## config.mk

```make
export PLATFORM = sky130hd
export DESIGN_NAME = clk_ctrl
export DESIGN_NICKNAME = d
export VERILOG_FILES = /design/src/clk_ctrl_pkg.sv /design/src/stab_counter.sv /design/src/clk_ctrl.sv
export VERILOG_INCLUDE_DIRS = /design/src
export SDC_FILE = /design/constraint.sdc
export NUM_CORES = 1
export LEC_CHECK = 0
export BUFFER_PORTS_ARGS = -buffer_cell sky130_fd_sc_hd__buf_2
export CORE_UTILIZATION = 40
export CTS_BUF_LIST = sky130_fd_sc_hd__clkbuf_8
export DETAILED_ROUTE_END_ITERATION = 7
export PLACE_DENSITY = 0.57
export SLEW_MARGIN = 20
export SYNTH_ARGS = -nofsm -noshare
export SYNTH_HDL_FRONTEND = slang
export SYNTH_HIERARCHICAL = 1
export SYNTH_SLANG_ARGS = --single-unit
```

## constraint.sdc

```tcl
create_clock -name clk -period 2.8 [get_ports clk]
set_input_delay 0.14 -clock clk [delete_from_list [all_inputs] [get_ports clk]]
set_output_delay 0.14 -clock clk [all_outputs]
set_load 0.05 [all_outputs]
```

## src/clk_ctrl_params.svh

```systemverilog
// Constants for the oscillator, PLL and clock select control block.
// Assumes a 250 MHz core clock and an 8-bit special function register port.
`ifndef CLK_CTRL_PARAMS_SVH
`define CLK_CTRL_PARAMS_SVH
`define ADDR_OSC_PLL_CTRL   16'hFFA0
`define ADDR_MAIN_CLK_MODE  16'hFFA1
`define ADDR_MAIN_OSC_CTRL  16'hFFA2
`define ADDR_STAB_STATUS    16'hFFA3
`define RST_OSC_PLL_CTRL    8'h00
`define VAL_OSC_PLL_STABLE  8'h80
`define RST_MAIN_CLK_MODE   8'h00
`define RST_MAIN_OSC_CTRL   8'h80
`define RST_STAB_STATUS     8'h00
`define BIT_HS_STABLE       7
`define BIT_PLL_STATUS      5
`define BIT_PLL_ENABLE      4
`define BIT_PLL_SELECT      3
`define BIT_LS_STOP         1
`define BIT_HS_STOP         0
`define BIT_MAIN_OSC_STOP   7
`define BIT_SYS_SELECT      2
`define BIT_MAIN_STATUS     1
`define BIT_MAIN_SOURCE     0
`define CLK_MHZ             250
`define PLL_WAIT_US         10
`define PLL_WAIT_CYC        (`PLL_WAIT_US * `CLK_MHZ)
`define PLL_UP_CYC          1
`define PLL_DOWN_CYC        3
`define STAB_STEPS          5
`endif

```

## src/clk_ctrl_pkg.sv

```systemverilog
// Types shared by the clock control block.
// Assumes the constants header is included where numbers are needed.
package clk_ctrl_pkg;
    typedef enum logic [1:0] {
        PLL_THROUGH = 2'b00,
        PLL_WAITING = 2'b01,
        PLL_LOCKED  = 2'b11,
        PLL_LEAVING = 2'b10
    } pll_state_type;
    typedef logic [7:0] reg8_type;
endpackage

```

## src/stab_counter.sv

```systemverilog
// Crystal stabilisation counter: counts crystal ticks and raises status steps.
// Assumes xtal_tick is a one-cycle pulse per crystal cycle, synchronous to clk.
`timescale 1ns/1ns
`default_nettype none
`include "clk_ctrl_params.svh"
module stab_counter
    import clk_ctrl_pkg::*;
(
    input  wire logic       clk,
    input  wire logic       reset,
    input  wire logic       clk_en,
    input  wire logic       clear,
    input  wire logic       xtal_tick,
    output var  logic [4:0] status_r
);
    logic [16:0] count_r;
    logic [16:0] count_nxt;
    logic [4:0]  reached;
    localparam int THRESH_EXP [5] = '{11, 13, 14, 15, 16};

    // Saturate so the top step never wraps back to zero
    assign count_nxt = count_r[16] ? count_r : count_r + 17'h00001;

    genvar i;
    generate
        for (i = 0; i < `STAB_STEPS; i++) begin : g_step
            // Bit 4 is the first threshold, bit 0 the last
            assign reached[4 - i] = (count_r >= (17'h00001 << THRESH_EXP[i]));
        end
    endgenerate

    always_ff @(posedge clk) begin
        if (reset || (clk_en && clear)) begin
            count_r  <= 17'h00000;
            status_r <= 5'h00;
        end else if (clk_en) begin
            if (xtal_tick)
                count_r <= count_nxt;
            status_r <= status_r | reached;
        end
    end
endmodule // stab_counter
`default_nettype wire

```

## src/clk_ctrl.sv

```systemverilog
// Oscillator start/stop, PLL enable and mode, main and peripheral clock select.
// Assumes a synchronous 8-bit register port and oscillator status inputs.
`timescale 1ns/1ns
`default_nettype none
`include "clk_ctrl_params.svh"
module clk_ctrl
    import clk_ctrl_pkg::*;
(
    input  wire logic        clk,
    input  wire logic        reset,
    input  wire logic        clk_en,
    input  wire logic [15:0] reg_addr,
    input  wire logic        reg_wr,
    input  wire logic        reg_rd,
    input  wire logic [7:0]  reg_wdata,
    output var  logic [7:0]  reg_rdata,
    input  wire logic        hs_osc_ready,
    input  wire logic        xtal_tick,
    input  wire logic        stop_exec,
    output var  logic        hs_osc_stop,
    output var  logic        ls_osc_stop,
    output var  logic        pll_enable,
    output var  logic        pll_mode_status,
    output var  logic        main_osc_stop,
    output var  logic        main_clk_is_hs_sys,
    output var  logic        periph_clk_is_hs_sys,
    output var  logic        periph_clk_times_five
);
    localparam int PLL_WAIT = `PLL_WAIT_CYC;

    logic          hs_stable_r;
    logic          pll_on_r;
    logic          pll_sel_r;
    logic          ls_stop_r;
    logic          hs_stop_r;
    logic          main_osc_stop_r;
    logic          system_clock_select_r;
    logic          system_clock_select_used_r;
    logic          msrc_r;
    logic          mcs_r;
    pll_state_type pll_state_r;
    pll_state_type pll_state_nxt;
    logic [11:0]   wait_r;
    logic [11:0]   wait_nxt;
    logic [4:0]    stab_status;

    wire wr_rcm  = reg_wr && (reg_addr == `ADDR_OSC_PLL_CTRL);
    wire wr_mcm  = reg_wr && (reg_addr == `ADDR_MAIN_CLK_MODE);
    wire wr_moc  = reg_wr && (reg_addr == `ADDR_MAIN_OSC_CTRL);
    wire stop_set = wr_moc && reg_wdata[`BIT_MAIN_OSC_STOP] && !main_osc_stop_r;
    wire stab_clear = stop_exec || stop_set;
    wire pll_active = (pll_state_r == PLL_LOCKED) || (pll_state_r == PLL_LEAVING);

    wire [7:0] rcm_view = {hs_stable_r, 1'b0, pll_active, pll_on_r,
                           pll_sel_r, 1'b0, ls_stop_r, hs_stop_r};
    wire [7:0] mcm_view = {5'h00, system_clock_select_r, mcs_r, msrc_r};
    wire [7:0] moc_view = {main_osc_stop_r, 7'h00};
    wire [7:0] stab_counter_status_view = {3'h0, stab_status};

    wire [7:0] rdata_sel =
        (reg_addr == `ADDR_OSC_PLL_CTRL)  ? rcm_view :
        (reg_addr == `ADDR_MAIN_CLK_MODE) ? mcm_view :
        (reg_addr == `ADDR_MAIN_OSC_CTRL) ? moc_view :
        (reg_addr == `ADDR_STAB_STATUS)   ? stab_counter_status_view : 8'h00;

    // PLL sequencing: lock wait, then mode switch timing
    always_comb begin
        pll_state_nxt = pll_state_r;
        wait_nxt      = wait_r;
        case (pll_state_r)
            PLL_THROUGH: begin
                if (pll_on_r && pll_sel_r && wait_r == 12'h000)
                    pll_state_nxt = PLL_LOCKED;
                else if (pll_on_r && wait_r != 12'h000)
                    wait_nxt = wait_r - 12'h001;
            end
            PLL_WAITING: begin
                pll_state_nxt = PLL_THROUGH;
            end
            PLL_LOCKED: begin
                if (!pll_sel_r || !pll_on_r) begin
                    pll_state_nxt = PLL_LEAVING;
                    wait_nxt = 12'(`PLL_DOWN_CYC - 2);
                end
            end
            PLL_LEAVING: begin
                if (wait_r == 12'h000)
                    pll_state_nxt = PLL_THROUGH;
                else
                    wait_nxt = wait_r - 12'h001;
            end
            default: begin
                pll_state_nxt = PLL_THROUGH;
            end
        endcase
        if (pll_state_nxt == PLL_THROUGH && !pll_on_r)
            wait_nxt = 12'(PLL_WAIT);
    end

    always_ff @(posedge clk) begin
        if (reset) begin
            hs_stable_r <= 1'b0;
            pll_on_r    <= 1'b0;
            pll_sel_r   <= 1'b0;
            ls_stop_r   <= 1'b0;
            hs_stop_r   <= 1'b0;
            pll_state_r <= PLL_THROUGH;
            wait_r      <= 12'(PLL_WAIT);
        end else if (clk_en) begin
            if (hs_osc_ready)
                hs_stable_r <= 1'b1;
            pll_state_r <= pll_state_nxt;
            wait_r      <= wait_nxt;
            if (wr_rcm) begin
                // Bits 6 and 2 have no storage behind them
                pll_on_r  <= reg_wdata[`BIT_PLL_ENABLE];
                pll_sel_r <= reg_wdata[`BIT_PLL_SELECT];
                ls_stop_r <= reg_wdata[`BIT_LS_STOP];
                hs_stop_r <= reg_wdata[`BIT_HS_STOP];
            end
        end
    end

    always_ff @(posedge clk) begin
        if (reset) begin
            main_osc_stop_r     <= 1'b1;
            system_clock_select_r      <= 1'b0;
            system_clock_select_used_r <= 1'b0;
            msrc_r      <= 1'b0;
            mcs_r       <= 1'b0;
        end else if (clk_en) begin
            if (wr_moc)
                main_osc_stop_r <= reg_wdata[`BIT_MAIN_OSC_STOP];
            if (wr_mcm) begin
                msrc_r <= reg_wdata[`BIT_MAIN_SOURCE];
                if (!system_clock_select_used_r && reg_wdata[`BIT_SYS_SELECT] != system_clock_select_r) begin
                    system_clock_select_r      <= reg_wdata[`BIT_SYS_SELECT];
                    system_clock_select_used_r <= 1'b1;
                end
            end
            // Switch only once the crystal clock is running
            mcs_r <= system_clock_select_r && msrc_r && !main_osc_stop_r;
        end
    end

    always_ff @(posedge clk) begin
        if (reset) begin
            reg_rdata             <= 8'h00;
            hs_osc_stop           <= 1'b0;
            ls_osc_stop           <= 1'b0;
            pll_enable            <= 1'b0;
            pll_mode_status       <= 1'b0;
            main_osc_stop         <= 1'b1;
            main_clk_is_hs_sys    <= 1'b0;
            periph_clk_is_hs_sys  <= 1'b0;
            periph_clk_times_five <= 1'b0;
        end else if (clk_en) begin
            if (reg_rd)
                reg_rdata <= rdata_sel;
            hs_osc_stop           <= hs_stop_r;
            ls_osc_stop           <= ls_stop_r;
            pll_enable            <= pll_on_r;
            pll_mode_status       <= pll_active;
            main_osc_stop         <= main_osc_stop_r;
            main_clk_is_hs_sys    <= mcs_r;
            periph_clk_is_hs_sys  <= system_clock_select_r && !main_osc_stop_r;
            periph_clk_times_five <= pll_active;
        end
    end

    stab_counter u_stab (
        .clk      (clk),
        .reset    (reset),
        .clk_en   (clk_en),
        .clear    (stab_clear),
        .xtal_tick(xtal_tick),
        .status_r (stab_status)
    );
endmodule // clk_ctrl
`default_nettype wire

```

==> out/metrics.yaml, run 1 <==
worst_setup_path:
  startpoint_type: "flip-flop"
  crit_chain: "inv_1, ha_1, or4b_2, nor2_1, a31oi_1, a221o_1"
  slowest_stage: "or4b_2"
  r2r_start: "wait_r[0]"
  path_class: "flip-flop to flip-flop"
  crit_start: "wait_r[0]"
  worstPathMaxFanout: 10
  cp_slowest_stage_delay_ns: 0.63
  crit_path_end_kind: "flip-flop"
  cp.arrival_ns: 2.43
  crit_required_ns: 3.02
cts:
  cts.sinks: 60
  post_cts_resized: 0
  cts_tree: "built"
  clk-insertion-delay-late_ns: 0.34
  cts_max_level: 3
  cts_buffers: 9
  clk_pin_slew_ns: 0.07
  cts_root_buffer: "clkbuf_8"
  cts_buffer_depth: 2
  cts_setup_buffers: 0
  ctsHoldBuffers: 0
route:
  drt_wl_total_mm: 6.69
  drt-vias-per-instance: 5.38
  drc: 0
  num_vias: 2649
  ant_nets: 0
  wl_per_cell_um: 13.6
  drt_iter0_markers: 111
  first_pass_iters: 5
power_and_ir_drop:
  power_density_mw_per_mm2: 530
  p_leak_nw: 1.31
  ir_worst_vdd_v: 0.000275
yosys:
  seq_area_frac_synth_pct: 41.1
  mappedNetlistArea_mm2: 0.00292
  synth_compound_area_share_pct: 17.1
  synth_cells: 347
  synth_top_family_by_area: "simple AND/OR/NAND/NOR gates"
  synth_fa_ha_area_share_pct: 1.71
  synth.ff_latch_count: 60
  synthMuxAreaShare_pct: 5.57
  synth_ff_type: "dfxtp_1"
  avgSynthCellArea_um2: 8.42
  synthDistinctLibCells: 52
  synth-edff-count: 0
  synthArstFlopShare_pct: 0
  syn_nets: 383
  ys_warn_count: 6
  synth_xor_area_share_pct: 2.70
  synth-simple-area-share_pct: 27.3
status:
  status: "complete, no violations"
placed_design:
  dp_worst_setup_slack_ns: 0.505
  place_area_mm2: 0.00323
  hpwl_mm: 4.79
  io_buffers: 44
  gp_congestion: 0.780
finish:
  multiInputGateArea_mm2: 0.00159
  area_delta_synth_final_pct: 18.3
  fill_cells: 713
  drive_gt1_share_pct: 19.9
  layout.nets: 427
  stdcell_area_mm2: 0.00345
  ff_latch_area_mm2: 0.00120
  insertedDiodeCount: 0
sta:
  hold_viol_final: 0
  post-route-min-period_ns: 2.21
  tns_ns: 0
  setup_slack_ns: 0.591
  period_share_pct: 78.9
  setup_violations: 0
  finalMaxSlewViolations: 0
  fmax_ghz: 0.453
  slew_headroom_pct: 51.4
  clock_skew_ns: 0.0141
  worstMarginPinSlew_ns: 0.726
  rsz0062_at_grt: "false"
global_route:
  grt_usage_pct: 19.2
  antenna_found_initial: 0
  grt_pass1_vias: 2444
  grt_max_degree: 30
  grt_pass1_wl_mm: 11.3
  gr-total-overflow: 0
floorplanning:
  dieArea_mm2: 0.00765
  fp-row-count: 30
  initial_core_util_pct: 42.3
  chipHeight_um: 87.4
  core_mm2: 0.00691
  pin_count: 48
  dieWidth_um: 87.4
worst_hold_path:
  hp-start: "hs_osc_ready"
  hold_class: "input pin to flip-flop"
flow_run:
  maxCapViolations: 0
[final timing paths]
path                             end  slack (ns)  depth (start not counted)
hold / removal           hs_stable_r        0.04                          3
setup / recovery           wait_r[8]        0.59                          6
setup reg to reg           wait_r[8]        0.59                          6
hold reg to reg   u_stab/status_r[3]        0.45                          2
[kinds of logic after synthesis]
| group | after synthesis |
|---|---|
| buffers and inverters | 28 |
| xor gates and xnor gates | 9 |
| and+or+nand+nor | 153 |
| other | 1 |
| adders and majority gates | 4 |
| muxes | 16 |
| DFF | 60 |
| AOI/OAI and AO/OA | 76 |
[area by class of cell]
| type | instances | share of cell area [%] |
|---|---|---|
| flip-flops and latches | 60 | 34.8 |
| well taps | 96 | 3.48 |
| clock inverters | 6 | 2.57 |
| clock buffers | 10 | 3.98 |
| multi-input cells | 259 | 46.1 |
| inverters | 9 | 0.978 |
| repair buffers | 52 | 8.11 |
[synthesized netlist by cell type (5+ instances only)]
| cell type | count | share of area, % |
|---|---|---|
| dfxtp_1 | 60 | 41 |
| nor2_1 | 47 | 6.0 |
| nand2_1 | 31 | 4.0 |
| a21oi_1 | 28 | 4.8 |
| nand3_1 | 15 | 2.6 |
| mux2i_1 | 14 | 4.8 |
| nand4_1 | 11 | 2.4 |
| o21ai_0 | 11 | 1.9 |
| nor2b_1 | 10 | 2.1 |
| clkbuf_1 | 9 | 1.2 |
| inv_1 | 9 | 1.2 |
| nor3_1 | 8 | 1.4 |
| nor4_1 | 6 | 1.3 |
| xnor2_1 | 5 | 1.5 |
[metal layers]
layer	vias to the layer above	global-route usage (%)	routed length, um
met4	0	7.15	51
li1	1348	-	-
met1	1250	24.5	3320
met5	-	0	0
met2	47	31.0	3080
met3	4	5.02	239
[worst max-delay path, delay by kind of cell, from the launching register on]
kind                       cells  cell delay [ns]
buffers and inverters          1             0.10
AOI/OAI and AO/OA              2             0.70
adders and majority gates      1             0.14
DFF                            1             0.33
and+or+nand+nor                2             0.83
[placed cells by master (no fill, tap or decap), types with 5 or more instances in the layout]
| cell | instances |
|---|---|
| dfxtp_1 | 60 |
| buf_4 | 8 |
| nand4_1 | 11 |
| nor4_1 | 6 |
| buf_2 | 44 |
| nor2b_1 | 10 |
| a21oi_1 | 28 |
| clkbuf_8 | 10 |
| nand2_1 | 31 |
| inv_1 | 10 |
| o21ai_0 | 11 |
| nand3_1 | 15 |
| mux2i_1 | 14 |
| nor3_1 | 8 |
| xnor2_1 | 5 |
| nor2_1 | 47 |
[flip-flops by register name, summed over array words and instances, names as in the netlist, 2 cells and up]
register	flops
u_stab/status_r	5
reg_rdata	7
pll_state_r	2
wait_r	12
u_stab/count_r	17
[power by group]
group          switching, mW  total [mW]  internal [mW]
Sequential           0.00302       0.860          0.857
Clock                  0.347       0.872          0.525
Combinational         0.0647       0.101         0.0361
Total                  0.415        1.83           1.42
[per-stage QoR]
| step | hold WS, ns | util, % | power, mW | std cells |
|---|---|---|---|---|
| 2_1_floorplan | 0.282 | - | 0.943 | 347 |
| 3_3_place_gp | 0.374 | 46.7 | 0.980 | 476 |
| 3_5_place_dp | 0.380 | 46.7 | 0.980 | 476 |
| 4_1_cts | 0.0256 | 50.0 | 1.86 | 492 |
| 5_1_grt | 0.0571 | 50.0 | 1.90 | 492 |
| 6_report | 0.0368 | 50.0 | 1.83 | 492 |
(Power assumes the default switching activity.)
==> run 2: changes to the inputs <==
--- a/config.mk
+++ b/config.mk
@@ -10,7 +10,7 @@
 export CORE_UTILIZATION = 40
 export CTS_BUF_LIST = sky130_fd_sc_hd__clkbuf_8
 export DETAILED_ROUTE_END_ITERATION = 7
-export PLACE_DENSITY = 0.57
+export PLACE_DENSITY = 0.59
 export SLEW_MARGIN = 20
 export SYNTH_ARGS = -nofsm -noshare
 export SYNTH_HDL_FRONTEND = slang
==> constraint.sdc (replaced) <==
create_clock -name clk -period 1.9 [get_ports clk]
set_input_delay 0.095 -clock clk [delete_from_list [all_inputs] [get_ports clk]]
set_output_delay 0.095 -clock clk [all_outputs]
set_load 0.05 [all_outputs]
==> out/metrics.yaml, run 2 (same netlist as run 1, synthesis figures left out) <==
cts:
  clk-insertion-delay-late_ns: 0.34
  cts_max_level: 3
  cts.sinks: 60
  cts_buffer_depth: 2
  cts_tree: "built"
  cts_buffers: 9
  clk_pin_slew_ns: 0.07
  cts_root_buffer: "clkbuf_8"
finish:
  multiInputGateArea_mm2: 0.00174
  layout_commonest_cell: "dfxtp_1"
  reg.largest.list: "u_stab/count_r (17), wait_r (12), reg_rdata (7)"
  area_delta_synth_final_pct: 31.9
  drive_gt1_share_pct: 30.6
  largest_reg_flops: 17
  layout.nets: 466
  layout_common_cells: "dfxtp_1, nor2_1, buf_2"
  fill_cells: 675
  regMostFlops: "u_stab/count_r"
  insertedDiodeCount: 0
  stdcell_area_mm2: 0.00385
  ff_latch_area_mm2: 0.00120
route:
  wl_met1_mm: 3.63
  route.met3.wl_um: 401
  ant_nets: 0
  num_vias: 2821
  drt_iter0_markers: 97
  first_pass_iters: 4
  drc: 0
  top_layer: "met4"
  drt_wl_total_mm: 7.41
  drt-vias-per-instance: 5.31
  route.met2.wl_mm: 3.32
  wl_per_cell_um: 14.0
floorplanning:
  core_mm2: 0.00691
  chipHeight_um: 87.4
  initial_core_util_pct: 42.3
  fp-row-count: 30
  pin_count: 48
  dieWidth_um: 87.4
  dieArea_mm2: 0.00765
power_and_ir_drop:
  p_leak_nw: 1.51
  ir_worst_vdd_v: 0.000393
  p_comb_share_pct: 7.5
  seqPwrFrac_pct: 51.8
  total_power_mw: 2.44
  power_density_mw_per_mm2: 635
  swShare_pct: 25.1
  power.internal_mw: 1.83
  power_switching_uw: 614
  clock_power_share_pct: 40.7
worst_setup_path:
  slowest_stage: "or4_4"
  critPathBufInv: 1
  cp_top_family: "simple AND/OR/NAND/NOR gates"
  r2r_start: "wait_r[5]"
  reg2reg_to: "pll_state_r[1]"
  rrSetupSlack_ns: -0.06
  cp_slowest_stage_delay_ns: 0.55
  crit_chain: "or4_4, nor4_4, buf_4, nand3_4, or3_4, a21oi_2"
  worstPathMaxFanout: 4
  crit_path_end_kind: "flip-flop"
  cp.arrival_ns: 2.23
  path_class: "flip-flop to flip-flop"
  crit_required_ns: 2.17
  rr_worst_depth: 6
  startpoint_type: "flip-flop"
sta:
  clock_skew_ns: 0.0104
  rsz0062_at_grt: "true"
  setup_violations: 5
  period_share_pct: 103
  fmax_ghz: 0.511
  finalMaxSlewViolations: 0
  setup_slack_ns: -0.0574
  post-route-min-period_ns: 1.96
  worstMarginPinSlew_ns: 0.648
  holdWs_ns: 0.0155
  hold_viol_final: 0
  slew_headroom_pct: 56.4
placed_design:
  place_area_mm2: 0.00350
  io_buffers: 44
  dp_worst_setup_slack_ns: -0.275
  hpwl_mm: 4.97
  gp_congestion: 0.855
global_route:
  antenna_found_initial: 0
  grt_usage_pct: 19.8
  grt_max_degree: 41
  grt_pass1_vias: 2513
  grt_pass1_wl_mm: 11.8
  gr-total-overflow: 0
worst_hold_path:
  hold_class: "input pin to flip-flop"
  holdPathStages: 3
  hp-start: "reg_wdata[0]"
  worstHoldEndpoint: "hs_stop_r"
status:
  status: "complete, but fails checks"
  violations: "negative setup slack"
flow_run:
  maxCapViolations: 0
==> run 2: tightest hold or removal path, delay by kind of cell <==
kind	cells	cell delay [ns]
mux	1	0.06
buf+inv	1	0.09
simple gates	1	0.07
==> run 2: what timing repair did <==
action / in CTS / in global routing
endpoints found under the hold margin: 3 / 0
pin swaps: 7 / 7
gates resized for setup: 9 / 12
hold buffers: 3 / 0
setup endpoints to repair: 14 / 14
setup buffers: 3 / 2
gates cloned: 0 / 1
==> run 2: final cells by class <==
cell class / instances / share of cell area, %
Multi-Input combinational cell: 260 / 45.2
Timing Repair Buffer: 90 / 15.2
Tap cell: 96 / 3.12
Clock inverter: 6 / 0.845
Clock buffer: 10 / 3.57
Inverter: 9 / 0.877
Sequential cell: 60 / 31.2
==> run 2: how the worst max path moves through the flow <==
| stage | slack [ns] | depth (start not counted) | startpoint | end |
|---|---|---|---|---|
| 2_1_floorplan | -0.17 | 4 | wait_r[5] | wait_r[6] |
| 3_3_place_gp | -0.24 | 7 | wait_r[1] | wait_r[4] |
| 3_5_place_dp | -0.28 | 7 | wait_r[1] | wait_r[4] |
| 4_1_cts | -0.007 | 7 | wait_r[5] | wait_r[5] |
| 5_1_grt | -0.13 | 6 | wait_r[5] | pll_state_r[0] |
| 6_report | -0.06 | 6 | wait_r[5] | pll_state_r[1] |
==> run 2: power by group through the flow <==
stage               clock network, mW  registers, mW  logic [mW]
floorplan                           0           1.30      0.0964
global placement                    0           1.29       0.170
detailed placement                  0           1.29       0.172
CTS                              1.01           1.27       0.179
global route                     1.08           1.27       0.199
finish                          0.995           1.27       0.183
==> run 2: routing by layer <==
metal | track usage (%) | vias to the layer above
li1 | - | 1430
met1 | 27.0 | 1301
met2 | 31.0 | 82
met3 | 5.02 | 8
met4 | 5.66 | 0
met5 | 0 | -
==> run 2: metrics by stage <==
step	TNS [ns]	std cells	utilization [%]
3_5_place_dp	-2.50	506	50.7
3_3_place_gp	-2.10	506	50.7
2_1_floorplan	-1.12	347	-
6_report	-0.167	531	55.8
4_1_cts	-0.00679	528	54.7
5_1_grt	-1.27	531	55.8
==> run 3: changes to the inputs <==
--- a/config.mk
+++ b/config.mk
@@ -11,6 +11,7 @@
 export CTS_BUF_LIST = sky130_fd_sc_hd__clkbuf_8
 export DETAILED_ROUTE_END_ITERATION = 7
 export PLACE_DENSITY = 0.59
+export REMOVE_ABC_BUFFERS = 1
 export SLEW_MARGIN = 20
 export SYNTH_ARGS = -nofsm -noshare
 export SYNTH_HDL_FRONTEND = slang
==> out/metrics.yaml, run 3 (same netlist as run 1, synthesis figures left out) <==
global_route:
  gr-total-overflow: 0
  grt_usage_pct: 20.9
  grt_pass1_wl_mm: 12.4
  grt_pass1_vias: 2613
  grt_max_degree: 31
  antenna_found_initial: 0
finish:
  layout_common_cells: "dfxtp_1, nor2_1, buf_2"
  layout_commonest_cell: "dfxtp_1"
  drive_gt1_share_pct: 29.7
  fill_cells: 700
  area_delta_synth_final_pct: 30.6
  insertedDiodeCount: 0
  reg.largest.list: "u_stab/count_r (17), wait_r (12), reg_rdata (7)"
  regMostFlops: "u_stab/count_r"
  utilization_pct: 55.2
  multiInputGateArea_mm2: 0.00166
  ff_latch_area_mm2: 0.00120
  largest_reg_flops: 17
  layout.nets: 462
floorplanning:
  core_mm2: 0.00691
  initial_core_util_pct: 42.3
  dieArea_mm2: 0.00765
  chipHeight_um: 87.4
  pin_count: 48
  dieWidth_um: 87.4
  fp-row-count: 30
placed_design:
  dp_worst_setup_slack_ns: -0.199
  gp_congestion: 0.791
  hpwl_mm: 5.10
  io_buffers: 44
worst_setup_path:
  r2r_start: "wait_r[7]"
  worstPathMaxFanout: 4
  reg2reg_to: "wait_r[10]"
  rrSetupSlack_ns: -0.02
  crit_path_end_kind: "flip-flop"
  crit_required_ns: 2.13
  startpoint_type: "flip-flop"
  rr_worst_depth: 5
  path_class: "flip-flop to flip-flop"
  cp.arrival_ns: 2.15
sta:
  period_share_pct: 101
  clock_skew_ns: 0.00877
  setup_violations: 3
  rsz0062_at_grt: "true"
  worstMarginPinSlew_ns: 0.571
  post-route-min-period_ns: 1.92
  hold_viol_final: 0
  slew_headroom_pct: 61.6
  setup_slack_ns: -0.0206
  fmax_ghz: 0.521
  finalMaxSlewViolations: 0
cts:
  clk-insertion-delay-late_ns: 0.34
  cts_buffer_depth: 2
  cts.sinks: 60
  cts_root_buffer: "clkbuf_8"
  cts_buffers: 9
  cts_tree: "built"
  clk_pin_slew_ns: 0.07
  cts_max_level: 3
route:
  drt-vias-per-instance: 5.22
  first_pass_iters: 4
  drt_wl_total_mm: 7.29
  drt_iter0_markers: 173
  ant_nets: 0
  wl_per_cell_um: 13.8
  num_vias: 2750
  drc: 0
power_and_ir_drop:
  p_leak_nw: 1.49
  ir_worst_vdd_v: 0.000511
  power_density_mw_per_mm2: 740
flow_run:
  maxCapViolations: 0
status:
  status: "complete, but fails checks"
  violations: "negative setup slack"
worst_hold_path:
  holdPathStages: 3
  hp-start: "reg_wdata[0]"
  hold_class: "input pin to flip-flop"
  worstHoldEndpoint: "hs_stop_r"
==> run 3: cell count changes in the layout (fill, tap and decap cells not counted), sizes merged <==
cell / previous run / this run
bufinv: 0 / 3
dlygate4sd3: 3 / 4
clkinvlp: 2 / 3
a31oi: 5 / 4
clkinv: 2 / 0
clkbuf: 10 / 9
inv: 11 / 10
buf: 87 / 83
==> run 3: worst max path at each step <==
stage / start / endpoint / slack, ns / cells past startpoint
6_report: wait_r[7] / wait_r[10] / -0.02 / 5
5_1_grt: wait_r[7] / wait_r[6] / -0.09 / 6
4_1_cts: wait_r[7] / wait_r[10] / -0.006 / 5
3_5_place_dp: reg_addr[3] / reg_rdata[2] / -0.20 / 5
3_3_place_gp: reg_addr[3] / system_clock_select_r / -0.20 / 7
2_1_floorplan: reg_addr[3] / u_stab/count_r[9] / -0.41 / 6
==> run 3: critical path, cell delays in order, from the launching register on <==
cell and delay, ns:
dfxtp_2 0.32, or4_4 0.56, buf_4 0.16, or4_1 0.48, a32oi_2 0.22, o21ai_1 0.08
==> run 3: final cells by class <==
class / instances / area share, %
clock buffer: 9 / 3.25
clock inverter: 7 / 3.05
inverter: 9 / 0.886
multi-input combinational: 259 / 43.5
sequential: 60 / 31.6
tap: 96 / 3.15
timing repair buffer: 87 / 14.6
==> run 3: power by group <==
group / switching, mW / internal (mW) / leakage [nW]
Sequential: 0.00364 / 1.26 / 0.485
Combinational: 0.100 / 0.0683 / 0.896
Clock: 0.524 / 0.866 / 0.113
==> run 3: metrics by stage <==
stage                     setup TNS (ns)  hold WS [ns]  instances  cell area (um2)  power (mW)
final                            -0.0261        0.0228        527             3810        2.82
after global routing              -0.506        0.0180        527             3810        2.94
after CTS                        -0.0171        0.0130        526             3750        2.86
after detailed placement           -3.21         0.339        506             3450        1.46
after global placement             -3.00         0.326        506             3450        1.45
after floorplan                    -6.61         0.164        328             2830        1.36
==> run 3: metal layers <==
metal | part of all wire [%] | track usage [%] | vias to the layer above
met3 | 4.0 | 4.93 | 8
met5 | 0 | 0 | -
met1 | 48 | 27.5 | 1263
met2 | 47 | 33.5 | 53
li1 | - | - | 1426
met4 | 1.2 | 7.15 | 0
==> run 3: repair_timing <==
item	CTS	global route
hold buffers	4	0
pin swaps	4	5
resized for setup	7	16
endpoints found under the setup margin	14	14
endpoints found under the hold margin	4	0
setup buffers	0	1
